### src/design/trmux_map.svh
// Register offsets, field positions, reset values and counts of the receive bus multiplexer.
`ifndef TRMUX_MAP_SVH
`define TRMUX_MAP_SVH
`define TRMUX_FRAMERS 8
`define TRMUX_REG_STATUS 5'h10
`define TRMUX_CLK_EDGE_B 0
`define TRMUX_FP_EDGE_B 1
`define TRMUX_TRI_LO 4
`define TRMUX_TRI_HI 5
`define TRMUX_BOC_B 6
`define TRMUX_BSEL_B 7
`define TRMUX_PAR_EN_B 8
`define TRMUX_PAR_TYP_B 9
`define TRMUX_PAR_EXT_B 10
`define TRMUX_CMS_B 11
`define TRMUX_DRE_B 12
`define TRMUX_FRAME_PULSE_INVERT_B 13
`define TRMUX_BIT_OFFSET_ENABLE_B 14
`define TRMUX_CHOFF_LO 0
`define TRMUX_CHOFF_HI 6
`define TRMUX_BOFF_LO 8
`define TRMUX_BOFF_HI 10
`define TRMUX_CFG_MASK 16'h7ff3
`define TRMUX_OFF_MASK 16'h077f
`define TRMUX_CFG_RST 16'h0000
`define TRMUX_OFF_RST 16'h0000
`define TRMUX_LAST_TS 5'h18
`define TRMUX_EDGES_SAME 5'h02
`define TRMUX_EDGES_DIFF 5'h01
`endif

### src/design/trmux_pkg.sv
// Types shared by the receive bus multiplexer.
package trmux_pkg;
	typedef enum logic [2:0]
	{
		TRMUX_HUNT = 3'h1,
		TRMUX_DELAY = 3'h2,
		TRMUX_RUN = 3'h4
	} trmux_state_e;
	typedef logic [4:0] trmux_edges_t;
endpackage

### src/design/trmux_edge.sv
// Synchroniser and edge finder for the shared bus clock and frame pulse.
`timescale 1ns/100ps
module trmux_edge
(
	input wire logic clk, // Core clock.
	input wire logic rst_n, // Synchronous reset, active low.
	input wire logic ck_pin, // Shared bus clock pin.
	input wire logic fp_pin, // Shared frame pulse pin.
	output logic rise, // Bus clock rose.
	output logic fall, // Bus clock fell.
	output logic fp_lvl // Synchronised frame pulse level.
);
	logic [2:0] ck_q;
	logic [1:0] fp_q;

	// Both pins pass the same two stages so their relative timing survives.
	always_ff @(posedge clk)
	begin
		if (!rst_n)
		begin
			ck_q <= 3'h0;
			fp_q <= 2'h0;
		end
		else
		begin
			ck_q <= {ck_q[1:0], ck_pin};
			fp_q <= {fp_q[0], fp_pin};
		end
	end

	assign rise = ck_q[1] & ~ck_q[2];
	assign fall = ~ck_q[1] & ck_q[2];
	assign fp_lvl = fp_q[1];
endmodule

### src/design/trmux_slot.sv
// One framer's slot on a shared bus: timeslot decode, bit pick and F-bit parity.
`timescale 1ns/100ps
`include "trmux_map.svh"
module trmux_slot
(
	input wire logic clk, // Core clock.
	input wire logic rst_n, // Synchronous reset, active low.
	input wire logic tick, // Bus advances to pos_nx.
	input wire logic [9:0] pos_nx, // Bus bit about to be driven.
	input wire logic [6:0] choff, // Channel offset.
	input wire logic par_en, // Parity into F-bit.
	input wire logic par_typ, // 1 odd, 0 even.
	input wire logic par_ext, // F-bit counted in parity.
	input wire logic fbit, // F-bit from the framer.
	input wire logic [7:0] data_byte, // Channel byte from the framer.
	input wire logic [3:0] sig, // Signalling nibble of the channel.
	output logic mine, // Slot owns pos_nx.
	output logic is_f, // pos_nx is the F-bit.
	output logic [4:0] ts, // Framer timeslot at pos_nx.
	output logic dbit, // Data bit for pos_nx.
	output logic sbit // Signalling bit for pos_nx.
);
	logic [6:0] rel;
	logic [2:0] bi;
	logic acc_q, acc_d, fval;

	function automatic logic pick(input logic [7:0] v, input logic [2:0] i);
		pick = v[3'h7 - i];
	endfunction

	// Four framers interleave byte by byte, so a slot owns every fourth channel.
	assign rel = pos_nx[9:3] - choff;
	assign ts = rel[6:2];
	assign bi = pos_nx[2:0];
	assign mine = (rel[1:0] == 2'h0) && (ts <= `TRMUX_LAST_TS);
	assign is_f = (ts == 5'h00) && (bi == 3'h0);
	assign fval = par_en ? (acc_q ^ par_typ) : fbit;
	assign dbit = is_f ? fval : ((ts == 5'h00) ? 1'b0 : pick(data_byte, bi));
	assign sbit = is_f ? fval : ((ts == 5'h00) ? 1'b0 : pick({4'h0, sig}, bi));
	assign acc_d = is_f ? (par_ext & fval) : (acc_q ^ dbit);

	always_ff @(posedge clk)
	begin
		if (!rst_n)
			acc_q <= 1'b0;
		else if (tick && mine)
			acc_q <= acc_d;
	end
endmodule

### src/design/trmux_rx_mux.sv
// Receive multiplexed-bus output logic for eight T1 framers on two shared buses.
// How it works
// - frame pulse and outputs use their selected edges
// - any framer's edge bit set applies to all
// - double rate, equal edge kinds: update first edge
// - one shared bus clock, single or double rate
// - double rate: chosen update edge, pulse first edge
// - any rate or edge-select bit set applies to all
// - each bus carries 1024 bits per frame
// - bus frame pulse marks first framer's F-bits
// - signalling output aligned with its channel data
// - channel bit 1 leaves first
// - parity of previous frame replaces F-bit
// - parity type and F-bit inclusion selectable
// - channel offset delays each framer's frame start
// - bit offset off at double rate
// - bit offset counts 2*code+1 or +2 edges
// - pulse and signalling share data's timing
// - tri field drives or floats the framer
// - up to four framers interleave per bus
// - output control bit gates framer onto bus
//
// Strobed register access and the placing of the registers were chosen for this implementation.
`timescale 1ns/100ps
`include "trmux_map.svh"
module trmux_rx_mux
(
	input wire logic CORE_CLK, // Core clock, 25 MHz.
	input wire logic RST_N, // Synchronous reset, active low.
	input wire logic MUX_BUS_COMMON_CLOCK, // Shared bus clock pin.
	input wire logic MUX_BUS_COMMON_FRAME_PULSE, // Shared frame pulse pin.
	input wire logic [63:0] FRAMER_DATA, // Byte per framer for its requested slot.
	input wire logic [31:0] FRAMER_SIG, // Signalling nibble per framer.
	input wire logic [7:0] FRAMER_FBIT, // F-bit per framer.
	output logic [39:0] FRAMER_TS_REQ, // Timeslot requested per framer.
	output logic [1:0] MUX_BUS_DATA_OUT, // Bus data, one per bus.
	output logic [1:0] MUX_BUS_DATA_OUT_OE, // Bus data drive enable.
	output logic [1:0] MUX_BUS_SIGNALLING_OUT, // Bus signalling.
	output logic [1:0] MUX_BUS_SIGNALLING_OUT_OE, // Bus signalling drive enable.
	output logic [1:0] MUX_BUS_FRAME_PULSE_OUT, // Bus frame pulse.
	input wire logic [4:0] REG_ADDR, // Register address.
	input wire logic [15:0] REG_WDATA, // Register write data.
	input wire logic REG_WR, // Write strobe.
	input wire logic REG_RD, // Read strobe.
	output logic [15:0] REG_RDATA // Read data, cycle after the strobe.
);
	logic [15:0] cfg_q [`TRMUX_FRAMERS];
	logic [15:0] off_q [`TRMUX_FRAMERS];
	logic [15:0] rdata_d, rdata_q, sel_word, status;
	logic ck_rise_e, ck_fall_e, fp_lvl;
	logic [7:0] v_ck, v_fp, v_cms, v_dre, v_inv, v_boc, v_bsel;
	logic [7:0] v_mine, v_isf, v_dbit, v_sbit, v_en, en0, en1, first0, first1;
	logic ck_rise, fp_fall, clock_rate_sel, dre, frame_pulse_invert, same_type, boff_on;
	logic upd_edge, smp_edge, fp_act, pulse_now, ph_eff, tick, fstart, drive;
	logic ph_q, ph_d, fp_prev_q, aligned_q;
	trmux_pkg::trmux_state_e state_q, state_d;
	trmux_pkg::trmux_edges_t dly_q, dly_d, n_edges;
	logic [9:0] pos_q, pos_nx;
	logic [1:0] dout_d, dout_q, doe_d, doe_q, sout_d, sout_q, soe_d, soe_q, fpo_d, fpo_q;

	// Picks the lowest set bit; the first framer of a bus owns its frame pulse.
	function automatic logic [7:0] lowest(input logic [7:0] v);
		lowest = v & (~v + 8'h01);
	endfunction

	trmux_edge u_edge
	(
		.clk(CORE_CLK),
		.rst_n(RST_N),
		.ck_pin(MUX_BUS_COMMON_CLOCK),
		.fp_pin(MUX_BUS_COMMON_FRAME_PULSE),
		.rise(ck_rise_e),
		.fall(ck_fall_e),
		.fp_lvl(fp_lvl)
	);

	genvar gi;
	generate
		for (gi = 0; gi < `TRMUX_FRAMERS; gi++)
		begin : g_fr
			assign v_ck[gi] = cfg_q[gi][`TRMUX_CLK_EDGE_B];
			assign v_fp[gi] = cfg_q[gi][`TRMUX_FP_EDGE_B];
			assign v_cms[gi] = cfg_q[gi][`TRMUX_CMS_B];
			assign v_dre[gi] = cfg_q[gi][`TRMUX_DRE_B];
			assign v_inv[gi] = cfg_q[gi][`TRMUX_FRAME_PULSE_INVERT_B];
			assign v_boc[gi] = cfg_q[gi][`TRMUX_BOC_B];
			assign v_bsel[gi] = cfg_q[gi][`TRMUX_BSEL_B];
			assign v_en[gi] = drive & v_mine[gi] & v_boc[gi]
				& (|cfg_q[gi][`TRMUX_TRI_HI:`TRMUX_TRI_LO]);
			trmux_slot u_slot
			(
				.clk(CORE_CLK),
				.rst_n(RST_N),
				.tick(tick),
				.pos_nx(pos_nx),
				.choff(off_q[gi][`TRMUX_CHOFF_HI:`TRMUX_CHOFF_LO]),
				.par_en(cfg_q[gi][`TRMUX_PAR_EN_B]),
				.par_typ(cfg_q[gi][`TRMUX_PAR_TYP_B]),
				.par_ext(cfg_q[gi][`TRMUX_PAR_EXT_B]),
				.fbit(FRAMER_FBIT[gi]),
				.data_byte(FRAMER_DATA[gi*8 +: 8]),
				.sig(FRAMER_SIG[gi*4 +: 4]),
				.mine(v_mine[gi]),
				.is_f(v_isf[gi]),
				.ts(FRAMER_TS_REQ[gi*5 +: 5]),
				.dbit(v_dbit[gi]),
				.sbit(v_sbit[gi])
			);
		end
	endgenerate

	// Settings that must agree across framers, other than the bit offset read from framer 0, are combined as a wired OR.
	assign ck_rise = |v_ck;
	assign fp_fall = |v_fp;
	assign clock_rate_sel = |v_cms;
	assign dre = |v_dre;
	assign frame_pulse_invert = |v_inv;

	assign same_type = fp_fall ^ ck_rise;
	assign upd_edge = ck_rise ? ck_rise_e : ck_fall_e;
	assign smp_edge = fp_fall ? ck_fall_e : ck_rise_e;
	assign fp_act = fp_lvl ^ frame_pulse_invert;
	// Only the first sampling edge of a held pulse counts, which at double rate is the first edge.
	assign pulse_now = smp_edge & fp_act & ~fp_prev_q;
	assign ph_eff = (pulse_now & same_type) ? 1'b0 : ph_q;
	assign tick = upd_edge & (~clock_rate_sel | (ph_eff == (same_type ? 1'b0 : dre)));

	assign boff_on = cfg_q[0][`TRMUX_BIT_OFFSET_ENABLE_B] & ~clock_rate_sel;
	assign n_edges = {1'b0, off_q[0][`TRMUX_BOFF_HI:`TRMUX_BOFF_LO], 1'b0}
		+ (same_type ? `TRMUX_EDGES_SAME : `TRMUX_EDGES_DIFF);
	assign fstart = tick & (state_q == trmux_pkg::TRMUX_DELAY) & (dly_q == 5'h00) & ~pulse_now;
	assign pos_nx = fstart ? 10'h000 : (pos_q + 10'h001);
	assign drive = fstart | aligned_q;

	assign en0 = v_en & ~v_bsel;
	assign en1 = v_en & v_bsel;
	assign first0 = lowest(v_boc & ~v_bsel);
	assign first1 = lowest(v_boc & v_bsel);
	assign dout_d = {|(en1 & v_dbit), |(en0 & v_dbit)};
	assign doe_d = {|en1, |en0};
	assign sout_d = {|(en1 & v_sbit), |(en0 & v_sbit)};
	assign soe_d = {|en1, |en0};
	assign fpo_d = {drive & (|(first1 & v_isf & v_mine)),
		drive & (|(first0 & v_isf & v_mine))} ^ {frame_pulse_invert, frame_pulse_invert};

	always_comb
	begin
		state_d = state_q;
		dly_d = dly_q;
		ph_d = ph_q;
		if (pulse_now)
		begin
			state_d = trmux_pkg::TRMUX_DELAY;
			dly_d = boff_on ? n_edges : 5'h00;
			ph_d = same_type;
		end
		else
		begin
			if (fstart)
				state_d = trmux_pkg::TRMUX_RUN;
			if (upd_edge)
				ph_d = ~ph_q;
			if ((state_q == trmux_pkg::TRMUX_DELAY) && (ck_rise_e | ck_fall_e) && (dly_q != 5'h00))
				dly_d = dly_q - 5'h01;
		end
	end

	always_ff @(posedge CORE_CLK)
	begin
		if (!RST_N)
		begin
			state_q <= trmux_pkg::TRMUX_HUNT;
			dly_q <= 5'h00;
			ph_q <= 1'b0;
			fp_prev_q <= 1'b0;
			aligned_q <= 1'b0;
		end
		else
		begin
			state_q <= state_d;
			dly_q <= dly_d;
			ph_q <= ph_d;
			if (smp_edge)
				fp_prev_q <= fp_act;
			if (fstart)
				aligned_q <= 1'b1;
		end
	end

	// All bus outputs move together on the update tick, keeping them aligned.
	always_ff @(posedge CORE_CLK)
	begin
		if (!RST_N)
		begin
			pos_q <= 10'h000;
			dout_q <= 2'h0;
			doe_q <= 2'h0;
			sout_q <= 2'h0;
			soe_q <= 2'h0;
			fpo_q <= 2'h0;
		end
		else if (tick)
		begin
			pos_q <= pos_nx;
			dout_q <= dout_d;
			doe_q <= doe_d;
			sout_q <= sout_d;
			soe_q <= soe_d;
			fpo_q <= fpo_d;
		end
	end

	assign MUX_BUS_DATA_OUT = dout_q;
	assign MUX_BUS_DATA_OUT_OE = doe_q;
	assign MUX_BUS_SIGNALLING_OUT = sout_q;
	assign MUX_BUS_SIGNALLING_OUT_OE = soe_q;
	assign MUX_BUS_FRAME_PULSE_OUT = fpo_q;

	// Register file: framer n config at 2n, offsets at 2n+1, status above.
	assign sel_word = REG_ADDR[0] ? off_q[REG_ADDR[3:1]] : cfg_q[REG_ADDR[3:1]];
	assign status = {2'h0, aligned_q, state_q, pos_q};
	assign rdata_d = !REG_RD ? 16'h0000 : (!REG_ADDR[4] ? sel_word
		: ((REG_ADDR == `TRMUX_REG_STATUS) ? status : 16'h0000));

	always_ff @(posedge CORE_CLK)
	begin
		if (!RST_N)
		begin
			for (int i = 0; i < `TRMUX_FRAMERS; i++)
			begin
				cfg_q[i] <= `TRMUX_CFG_RST;
				off_q[i] <= `TRMUX_OFF_RST;
			end
			rdata_q <= 16'h0000;
		end
		else
		begin
			rdata_q <= rdata_d;
			if (REG_WR && !REG_ADDR[4] && REG_ADDR[0])
				off_q[REG_ADDR[3:1]] <= REG_WDATA & `TRMUX_OFF_MASK;
			if (REG_WR && !REG_ADDR[4] && !REG_ADDR[0])
				cfg_q[REG_ADDR[3:1]] <= REG_WDATA & `TRMUX_CFG_MASK;
		end
	end

	assign REG_RDATA = rdata_q;
endmodule

### config.mk
export PLATFORM = sky130hd
export DESIGN_NAME = trmux_rx_mux
export DESIGN_NICKNAME = d
export VERILOG_FILES = /design/src/design/trmux_pkg.sv /design/src/design/trmux_edge.sv /design/src/design/trmux_slot.sv /design/src/design/trmux_rx_mux.sv
export VERILOG_INCLUDE_DIRS = /design/src /design/src/design
export SDC_FILE = /design/constraint.sdc
export NUM_CORES = 1
export LEC_CHECK = 0
export BUFFER_PORTS_ARGS = -buffer_cell sky130_fd_sc_hd__buf_4
export CAP_MARGIN = 10
export CORE_UTILIZATION = 45
export DETAILED_ROUTE_END_ITERATION = 7
export GPL_TIMING_DRIVEN = 0
export PLACE_DENSITY = 0.69
export SYNTH_ARGS = -nofsm -noshare
export SYNTH_HDL_FRONTEND = slang
export SYNTH_SLANG_ARGS = --single-unit
### constraint.sdc
create_clock -name CORE_CLK -period 6.4 [get_ports CORE_CLK]
set_input_delay 0.32 -clock CORE_CLK [delete_from_list [all_inputs] [get_ports CORE_CLK]]
set_output_delay 0.32 -clock CORE_CLK [all_outputs]
set_load 0.01 [all_outputs]
==> metrics.md, run 1 <==
| Metric | Value |
|---|---|
| # rows | 69 |
| Vias per Instance | roughly 6.7 |
| Core area | approximately 0.036 mm^2 |
| Peak supply drop | around 0.22 mV |
| Initial drt markers | around 2300 |
| Worst Tran Pin Value | around 1.4 ns |
| Synth cell types | 86 |
| Ratio of cells with drive above 1 in the final layout | between 10% and 20% |
| Die area | roughly 0.037 mm^2 |
| Wirelength, routed | 72500 um |
| Commonest non-fill, non-tap cell in the layout | buf_4 |
| Clock Sink Count | between 200 and 250 |
| Setup TNS | 0 ns |
| Io pins | between 150 and 200 |
| Crit path max fanout | 10 |
| Initial antenna violation count | 1 |
| Mean Syn Cell Area | about 9.4 um^2 |
| Synth top area cells | edfxtp_1, and3_1, dfxtp_1 |
| Async SR Flop Fraction | 0% |
| Hold EP | cfg_q[4][12] |
| Yosys top cell area share | about a third |
| Clock H-tree levels | 1 |
| Outcome | complete, no violations |
| First-pass iteration count of the detailed router | 6 |
| Post-Syn Nets | about 1900 |
| Unrepaired setup endpoints after global routing | yes |
| Path type of the worst min-delay path | in -> reg |
| Antenna-violating nets left | 0 |
| Hold Path Depth | 2 |
| Fmax | about 0.16 GHz |
| Post-Syn Area | approximately 0.016 mm^2 |
| Sequential area share after synthesis | between 40% and 50% |
| Top FF cell, synth | edfxtp_1 |
| CTS tree | built |
| Die Y-Extent | 192 um |
| Clock Skew | around 0.035 ns |
| First-pass GRT wire length | approximately 100000 um |
| Drc violations | 0 |
| Grt total ovfl | 0 |
| Final min period | between 6 and 7 ns |
| Vias in the first global route | 15433 |
| Worst slew margin | 5.38% |
| Synth area leader | edfxtp_1 |
| Root Buffer | clkbuf_16 |
| Synth-to-Final Area Change | 22.1% |
| Period utilization | about 99% |
| Pre-CTS setup slack | -1.54 ns |
| Most frequent cells in the layout | buf_4, and3_1, edfxtp_1 |
| Setup violators final | 0 |
| Starting Density | 45.7% |
| R2R setup slack | 0.1 ns |
| CP required | roughly 7 ns |
| Max Buffers Root-to-Sink | 3 |
| Crit. Startpoint | dly_q[0] |
| Synthesis Warnings | 0 |
| Total vias in the final route | around 17000 |
| Pwr per Cell Area | approximately 200 mW/mm^2 |
| Final Hold Vio Count | 0 |
| Largest net degree at the start of global routing | 15 |
| Synth Instances | roughly 1700 |
| Number of synthesized flops with an enable pin | ~180 |
| DIE WIDTH | 192 um |
| Reg-to-reg endpoint | MUX_BUS_SIGNALLING_OUT[0] |
| #FFs+latches synth | ~240 |
| WP data arrival | 6.74 ns |
| Slew Viols, Final | 0 |
| Leakage power | just over 8 nW |
| Clk_lat worst skew | 0.56 ns |
| CP endpoint kind | flop |
| Worst Setup Path Type | reg -> reg |
| RePlAce Congestion | 1.05 |
| I/O Buffers | ~190 |
| Worst Reg-to-Reg Cells | 23 |
| Total track usage | approximately 39% |
| Final net count | about 2200 |
| Min-delay src | REG_WDATA[14] |
| Wire per inst | about 30 um |
| DP Wirelength | roughly 56000 um |
| Clock-pin slew on the worst setup and hold paths | 0.07 ns |
| Max_cap viols | 0 |
| Crit start category | flop |
| FF-to-FF Start | dly_q[0] |
| CTS Buf Count | 26 |
| Final WS setup | 0.0960 ns |
[layer usage]
layer | GRT usage (%) | share of wire, % | vias up
met5 | 0 | 0 | -
met3 | 9.52 | 13 | 242
li1 | - | - | 7197
met2 | 59.4 | 43 | 1219
met1 | 49.4 | 37 | 7846
met4 | 22.5 | 6.7 | 0
[logic make-up (layout without fill, tap and decap cells)]
logic type / Yosys count / count (layout) / synth area share (%)
other cells: 1 / 2 / 0.0231
xor+xnor: 54 / 54 / 2.95
mux: 25 / 25 / 2.55
fa+ha+maj: 62 / 62 / 5.14
buf+inv: 211 / 487 / 4.96
compound gates: 492 / 492 / 21.7
flops: 241 / 241 / 41.0
simple gates: 645 / 645 / 21.7
[report_power, final]
group | switching, mW | leakage [nW] | internal (mW) | total [mW]
Combinational | 0.388 | 5.50 | 0.237 | 0.624
Sequential | 0.0855 | 2.21 | 1.75 | 1.84
Clock | 0.655 | 0.412 | 0.886 | 1.54
Total | 1.13 | 8.12 | 2.88 | 4.01
[Yosys cell counts, drive strengths merged, types with 39 or more instances]
| library cell | instances |
|---|---|
| a22oi | 57 |
| nor2 | 121 |
| a21oi | 81 |
| and3 | 195 |
| nand2 | 91 |
| ha | 54 |
| edfxtp | 184 |
| inv | 99 |
| o21ai | 70 |
| dfxtp | 57 |
| xnor2 | 39 |
| clkbuf | 102 |
[registers in the layout, indices dropped and copies added (netlist names)]
signal / count
MUX_BUS_FRAME_PULSE_OUT: 2
REG_RDATA: 15
MUX_BUS_SIGNALLING_OUT: 2
MUX_BUS_SIGNALLING_OUT_OE: 2
u_edge.ck_q: 3
u_edge.fp_q: 2
off_q: 80
aligned_q: 1
pos_q: 10
g_fr.u_slot.acc_q: 8
fp_prev_q: 1
ph_q: 1
dly_q: 5
MUX_BUS_DATA_OUT: 2
cfg_q: 104
state_q: 3
[critical path, stage by stage (launching register included)]
cell             delay [ns]
dfxtp_1                0.33
inv_1                  0.06
ha_1                   0.14
or4b_1                 0.51
or4b_4                 0.55
a21oi_4                0.25
nand4_1                0.28
buf_4                  0.30
clkbuf_4               0.23
o21ai_1                0.12
buf_6                  0.20
ha_1                   0.23
inv_1                  0.08
fa_1                   0.48
a21o_1                 0.22
a311o_1                0.38
o311ai_1               0.17
clkdlybuf4s15_2        0.35
nor2_1                 0.07
nor4_1                 0.34
nand3b_1               0.18
a211oi_1               0.13
a2111oi_2              0.42
a31oi_1                0.13
[timing repair]
action | 4_1_cts | 5_1_grt
setup buffers | 12 | 20
pin swaps | 7 | 16
endpoints found under the setup margin | 39 | 18
gates resized for setup | 49 | 42
hold buffers | 2 | 0
hold endpoints to repair | 2 | 0
[final cells by class]
cell class	instances	area, um^2
timing repair buffer	231	1760
buffer	109	442
clock inverter	14	164
fill	3240	15700
inverter	99	375
multi-input combinational	1279	9190
sequential	241	6670
antenna	1	2.50
tap	461	577
clock buffer	34	691
[how the worst max path moves through the flow]
stage                                 end  cells past startpoint  slack (ns)
2_1_floorplan  MUX_BUS_FRAME_PULSE_OUT[1]                     20        0.69
3_5_place_dp          MUX_BUS_DATA_OUT[0]                     20       -1.54
5_1_grt         MUX_BUS_SIGNALLING_OUT[0]                     21       -0.05
4_1_cts        MUX_BUS_FRAME_PULSE_OUT[1]                     21       0.001
6_report        MUX_BUS_SIGNALLING_OUT[0]                     23         0.1
3_3_place_gp          MUX_BUS_DATA_OUT[0]                     19       -2.11
[through the flow]
step | std cells | total power, mW | util, % | instance area, um^2 | hold WS [ns]
6_report | 2469 | 4.01 | 55.9 | 19900 | 0.102
5_1_grt | 2468 | 4.09 | 55.9 | 19900 | 0.109
4_1_cts | 2450 | 3.96 | 55.0 | 19500 | 0.0958
3_5_place_dp | 2389 | 2.44 | 51.6 | 18300 | 0.422
3_3_place_gp | 2383 | 2.43 | 51.4 | 18300 | 0.414
2_1_floorplan | 1731 | 2.12 | - | 16300 | 0.412
No activity file was read; power rests on OpenSTA's default activity.
==> run 2, diff against run 1 <==
- CORE_ASPECT_RATIO: not set -> 1.25
==> run 2 against run 1 <==
Compared with the run above:
- design area is 0.73% lower
- power shrank 0.82%
- register-to-register slack about the same
- clock power about the same
- critical endpoint is now MUX_BUS_FRAME_PULSE_OUT[1]
- largest power group unchanged
- highest routed layer unchanged
==> metrics.md, run 2 (synthesized netlist as in run 1, its figures left out) <==
| Metric | Value |
|---|---|
| Largest reg by FF count | cfg_q |
| CP required | roughly 7 ns |
| Combinational share of power | between 10% and 20% |
| Antenna-violating nets left | 0 |
| Hold Path Depth | 2 |
| Final std cells w/o fill | approximately 2500 |
| Setup TNS | 0 ns |
| Net Switching | between 1 and 1.5 mW |
| Worst Reg-to-Reg Cells | 22 |
| Max_cap viols | 0 |
| Pre-CTS setup slack | -1.84 ns |
| Most frequent cells in the layout | buf_4, and3_1, edfxtp_1 |
| Period utilization | 98.4% |
| Drc violations | 0 |
| Clock Skew | 0.0248 ns |
| Clock H-tree levels | 1 |
| Core area | ~0.035 mm^2 |
| Fin util | between 50% and 60% |
| CP endpoint kind | flop |
| Worst Tran Pin Value | approximately 1.1 ns |
| Sw Share | 28.0% |
| Vias per Instance | between 6 and 7 |
| Worst slew margin | 23.3% |
| Number of flip-flops under the largest register name | approximately 100 |
| Crit path max fanout | 10 |
| Initial antenna violation count | 0 |
| Cell count after placement | 2401 |
| Flop pwr share | a little under half |
| DIE WIDTH | 172 um |
| Power consumption | 3.97 mW |
| Hold slack | ~0.0022 ns |
| Max Buffers Root-to-Sink | 3 |
| Clock power frac | between 30 and 40% |
| Largest net degree at the start of global routing | 15 |
| Slew Viols, Final | 0 |
| Path type of the worst min-delay path | in -> reg |
| Post-route design area | 0.0197 mm^2 |
| # diodes | 0 |
| Die area | approximately 0.037 mm^2 |
| Final net count | about 2200 |
| # rows | 77 |
| Starting Density | 45.9% |
| Leakage power | approximately 8.1 nW |
| Initial drt markers | roughly 2000 |
| Setup violators final | 0 |
| Pwr per Cell Area | 201 mW/mm^2 |
| Synth-to-Final Area Change | 21.3% |
| Fmax | around 0.16 GHz |
| Commonest non-fill, non-tap cell in the layout | buf_4 |
| Final WS setup | ~0.1 ns |
| Io pins | around 200 |
| Wire per inst | 30.2 um |
| Internal power | about 2.9 mW |
| Clk_lat worst skew | ~0.56 ns |
| Ratio of cells with drive above 1 in the final layout | around 18% |
| Outcome | complete, no violations |
| DP Wirelength | 57500 um |
| Vias in the first global route | 15651 |
| Worst Setup Path Type | reg -> reg |
| Clock-pin slew on the worst setup and hold paths | around 0.060 ns |
| Crit start category | flop |
| First-pass iteration count of the detailed router | 8 |
| Clock Sink Count | between 200 and 250 |
| CTS Buf Count | 24 |
| Total vias in the final route | roughly 16000 |
| Peak supply drop | 0.171 mV |
| Die Y-Extent | about 210 um |
| Grt total ovfl | 0 |
| Final Hold Vio Count | 0 |
| WP data arrival | between 6 and 7 ns |
| Final min period | around 6.3 ns |
| Wirelength, routed | between 70000 and 80000 um |
| CTS tree | built |
| RePlAce Congestion | roughly 1.0 |
| Root Buffer | clkbuf_16 |
| Total track usage | between 30% and 40% |
| Placed cell areas | 0.0184 mm^2 |
| I/O Buffers | 191 |
| First-pass GRT wire length | 105000 um |
## run 2: critical path, cell delays in order, from the launching register on
cell	delay, ns
dfxtp_1	0.33
inv_1	0.06
ha_1	0.15
or4b_1	0.51
or4b_4	0.55
a21o_1	0.24
nor4_4	0.35
buf_6	0.24
buf_4	0.29
or2_2	0.25
clkinvlp_4	0.14
buf_4	0.18
fa_1	0.49
a211oi_1	0.35
or2_2	0.25
a32oi_2	0.06
buf_4	0.17
nand2_2	0.18
o32ai_1	0.10
o21ai_0	0.21
o2111ai_2	0.30
or4_1	0.60
o211ai_1	0.19
## run 2: timing repair
| action | CTS | global route |
|---|---|---|
| resized for setup | 40 | 34 |
| pin swaps | 8 | 12 |
| setup buffers | 14 | 11 |
| cloned | 0 | 1 |
| endpoints found under the hold margin | 1 | 0 |
| hold buffers | 1 | 0 |
| endpoints found under the setup margin | 51 | 17 |
## run 2: power by group through the flow
stage / clock (mW) / sequential (mW) / combinational, mW
after floorplan: 0 / 1.82 / 0.306
after CTS: 1.50 / 1.82 / 0.608
after detailed placement: 0 / 1.85 / 0.594
after global placement: 0 / 1.85 / 0.583
after global routing: 1.55 / 1.83 / 0.667
final: 1.51 / 1.83 / 0.637
## run 2: area by class of cell
| cell class | count | area [um^2] |
|---|---|---|
| plain buffers | 110 | 443 |
| clock buffers | 34 | 692 |
| clock inverters | 8 | 118 |
| fillers | 3203 | 15700 |
| inverters | 99 | 375 |
| multi-input cells | 1280 | 9140 |
| flip-flops and latches | 241 | 6670 |
| well taps | 474 | 593 |
| repair buffers | 223 | 1700 |
## run 2: worst paths after layout
path | startpoint | endpoint | slack, ns
worst max-delay path | dly_q[0] | MUX_BUS_FRAME_PULSE_OUT[1] | 0.10
worst min-delay path | MUX_BUS_COMMON_FRAME_PULSE | u_edge.fp_q[0] | 0.002
worst max register to register | dly_q[0] | MUX_BUS_FRAME_PULSE_OUT[1] | 0.10
worst min register to register | u_edge.fp_q[0] | u_edge.fp_q[1] | 0.45
## run 2: routing by layer
metal	vias up	track usage [%]	share of wire [%]
met2	1191	62.9	45
met5	-	0	0
met4	0	30.1	8.8
met3	305	7.25	10
met1	7795	47.7	36
li1	7160	-	-
==> run 3, diff against run 2 <==
- BUFFER_PORTS_ARGS: -buffer_cell sky130_fd_sc_hd__buf_4 -> not set
- CTS_CLUSTER_DIAMETER: not set -> 80
- DONT_BUFFER_PORTS: not set -> 1
- PLACE_DENSITY: 0.69 -> 0.65
==> run 3 against run 2 <==
Compared with the run above:
- design area decreased by 5.1%
- first-iteration DRC count decreased by 7.1%
- critical endpoint is now MUX_BUS_DATA_OUT[0]
- flip-flop and latch count unchanged
- largest power group unchanged
- worst hold slack improved by 0.00080 ns
- the run now ends with DRC left
- worst setup slack improved by 0.058 ns
==> metrics.md, run 3 (synthesized netlist as in run 1, its figures left out) <==
| Metric | Value |
|---|---|
| Crit start category | flop |
| Combinational share of power | between 10 and 15% |
| Fill cells | 3312 |
| Sw Share | between 20% and 30% |
| Clock Sink Count | roughly 240 |
| Flop pwr share | between 40% and 50% |
| Clock power frac | a little under two fifths |
| Peak supply drop | 0.215 mV |
| Crit path max fanout | 10 |
| Antenna-violating nets left | 0 |
| Post-route design area | around 0.019 mm^2 |
| Worst Reg-to-Reg Cells | 20 |
| CTS tree | built |
| DP Wirelength | about 57000 um |
| Path type of the worst min-delay path | in -> reg |
| Wirelength, routed | 73900 um |
| DIE WIDTH | 172 um |
| Most frequent cells in the layout | and3_1, edfxtp_1, nor2_1 |
| Worst slew margin | 22.9% |
| # rows | slightly below 80 |
| Final min period | around 6.2 ns |
| Global route hottest layer | met2 |
| Internal power | around 2.7 mW |
| Max Buffers Root-to-Sink | 3 |
| FF-to-FF Start | dly_q[0] |
| Largest reg by FF count | cfg_q |
| Largest net degree at the start of global routing | 15 |
| Synth-to-Final Area Change | 15.0% |
| R2R setup slack | 0.16 ns |
| Global routing usage on met2 | a little over three fifths |
| Setup TNS | 0 ns |
| Root Buffer | clkbuf_16 |
| Clock Skew | about 0.039 ns |
| Grt met1 use | a little under half |
| Net Switching | between 1 and 1.5 mW |
| Die Y-Extent | between 200 and 250 um |
| First-pass iteration count of the detailed router | 8 |
| Max_cap viols | 0 |
| Pwr per Cell Area | slightly above 200 mW/mm^2 |
| Outcome | complete, but fails checks |
| Total vias in the final route | 15973 |
| Slew Viols, Final | 0 |
| Io pins | just under 200 |
| Vias in the first global route | 15008 |
| Placed cell areas | 0.0169 mm^2 |
| Starting Density | 45.9% |
| Clock H-tree levels | 1 |
| Hold slack | about 0.0031 ns |
| Leakage power | 7.27 nW |
| Die area | ~0.037 mm^2 |
| I/O Buffers | 0 |
| Initial drt markers | between 1500 and 2000 |
| Critical Path Sink | MUX_BUS_DATA_OUT[0] |
| WP data arrival | around 6.7 ns |
| Crit. Startpoint | dly_q[0] |
| CP required | between 6 and 7 ns |
| M3 GR Usage | between 6 and 7% |
| Core area | 0.0355 mm^2 |
| Fmax | approximately 0.16 GHz |
| Grt total ovfl | 0 |
| Wire per inst | 32.0 um |
| Clock-pin slew on the worst setup and hold paths | around 0.06 ns |
| Total track usage | 39.3% |
| Period utilization | between 90% and 100% |
| Commonest non-fill, non-tap cell in the layout | and3_1 |
| Ratio of cells with drive above 1 in the final layout | around 11% |
| Drc violations | 1 |
| Failing checks | DRC |
| CP endpoint kind | flop |
| Final net count | 2002 |
| Worst Setup Path Type | reg -> reg |
| RePlAce Congestion | 1.02 |
| First-pass GRT wire length | between 100000 and 150000 um |
| Worst Tran Pin Value | roughly 1.1 ns |
| Reg-to-reg endpoint | MUX_BUS_DATA_OUT[0] |
| Final Hold Vio Count | 0 |
| Clk_lat worst skew | about 0.57 ns |
| Initial antenna violation count | 6 |
| Number of flip-flops under the largest register name | roughly 100 |
| CTS Buf Count | 26 |
| Vias per Instance | about 6.9 |
| Setup violators final | 0 |
[run 3: cell types whose count changed in the layout (fill, tap and decap cells not counted), sizes merged]
cell / before / now
diode: 0 / 7
clkbuf: 132 / 138
nand2: 92 / 91
buf: 234 / 42
bufinv: 3 / 0
clkinv: 4 / 8
dlygate4sd3: 1 / 20
inv: 99 / 100
[run 3: worst min-delay path by stage]
stage / end / cells past startpoint / slack (ns) / startpoint
6_report: cfg_q[4][12] / 1 / 0.003 / REG_WDATA[14]
3_3_place_gp: u_edge.fp_q[1] / 1 / 0.41 / u_edge.fp_q[0]
4_1_cts: off_q[0][7] / 1 / 0.00001 / REG_WDATA[8]
3_5_place_dp: u_edge.fp_q[1] / 1 / 0.42 / u_edge.fp_q[0]
2_1_floorplan: u_edge.ck_q[1] / 1 / 0.41 / u_edge.ck_q[0]
5_1_grt: cfg_q[6][3] / 1 / 0.004 / REG_WDATA[5]
[run 3: per-stage QoR]
| step | setup slack [ns] | total power, mW | util, % | instances |
|---|---|---|---|---|
| after floorplan | 0.692 | 2.12 | - | 1731 |
| after global placement | -2.45 | 2.32 | 47.6 | 2205 |
| after detailed placement | -1.79 | 2.33 | 47.7 | 2209 |
| after CTS | 0.0115 | 3.79 | 51.7 | 2291 |
| after global routing | -0.0445 | 3.93 | 52.8 | 2310 |
| final | 0.159 | 3.84 | 52.8 | 2310 |
[run 3: area by class of cell]
class	count	area [um^2]	area share [%]
Multi-Input combinational cell	1279	9320	49.8
Sequential cell	241	6670	35.6
Clock buffer	38	741	3.96
Tap cell	474	593	3.17
Timing Repair Buffer	53	480	2.57
Buffer	109	442	2.36
Inverter	99	375	2.01
Clock inverter	10	76.3	0.408
Antenna cell	7	17.5	0.0936
[run 3: metal layers]
layer  vias up  wire (um)
met4         0       5990
met2      1137      33700
met5         -          0
met1      7736      27000
li1       6828          -
met3       272       7250
[run 3: repair_timing]
action	in CTS	in global routing
hold endpoints to repair	81	0
gates resized for setup	53	55
buffers inserted	16	13
hold buffers	20	0
endpoints found under the setup margin	40	14
pin swaps	11	16
[run 3: power groups by stage]
stage	Clock (mW)	Sequential [mW]	Combinational, mW
2_1_floorplan	0	1.82	0.306
3_3_place_gp	0	1.86	0.468
3_5_place_dp	0	1.86	0.475
4_1_cts	1.46	1.83	0.507
5_1_grt	1.53	1.84	0.565
6_report	1.47	1.83	0.541
[run 3: critical path: stages, from the launching register on]
cell and delay, ns:
dfxtp_1 0.33, inv_1 0.06, ha_1 0.16, or4b_1 0.52, or4b_4 0.54, a21o_1 0.24
nor4_4 0.35, buf_6 0.23, clkbuf_4 0.27, or2_2 0.25, clkinvlp_4 0.14, buf_4 0.20
fa_1 0.44, xor2_1 0.25, or4_1 0.43, a21o_1 0.22, nor2_2 0.41, a211o_1 0.31
nand2_1 0.14, a221oi_2 0.41, a31oi_1 0.17
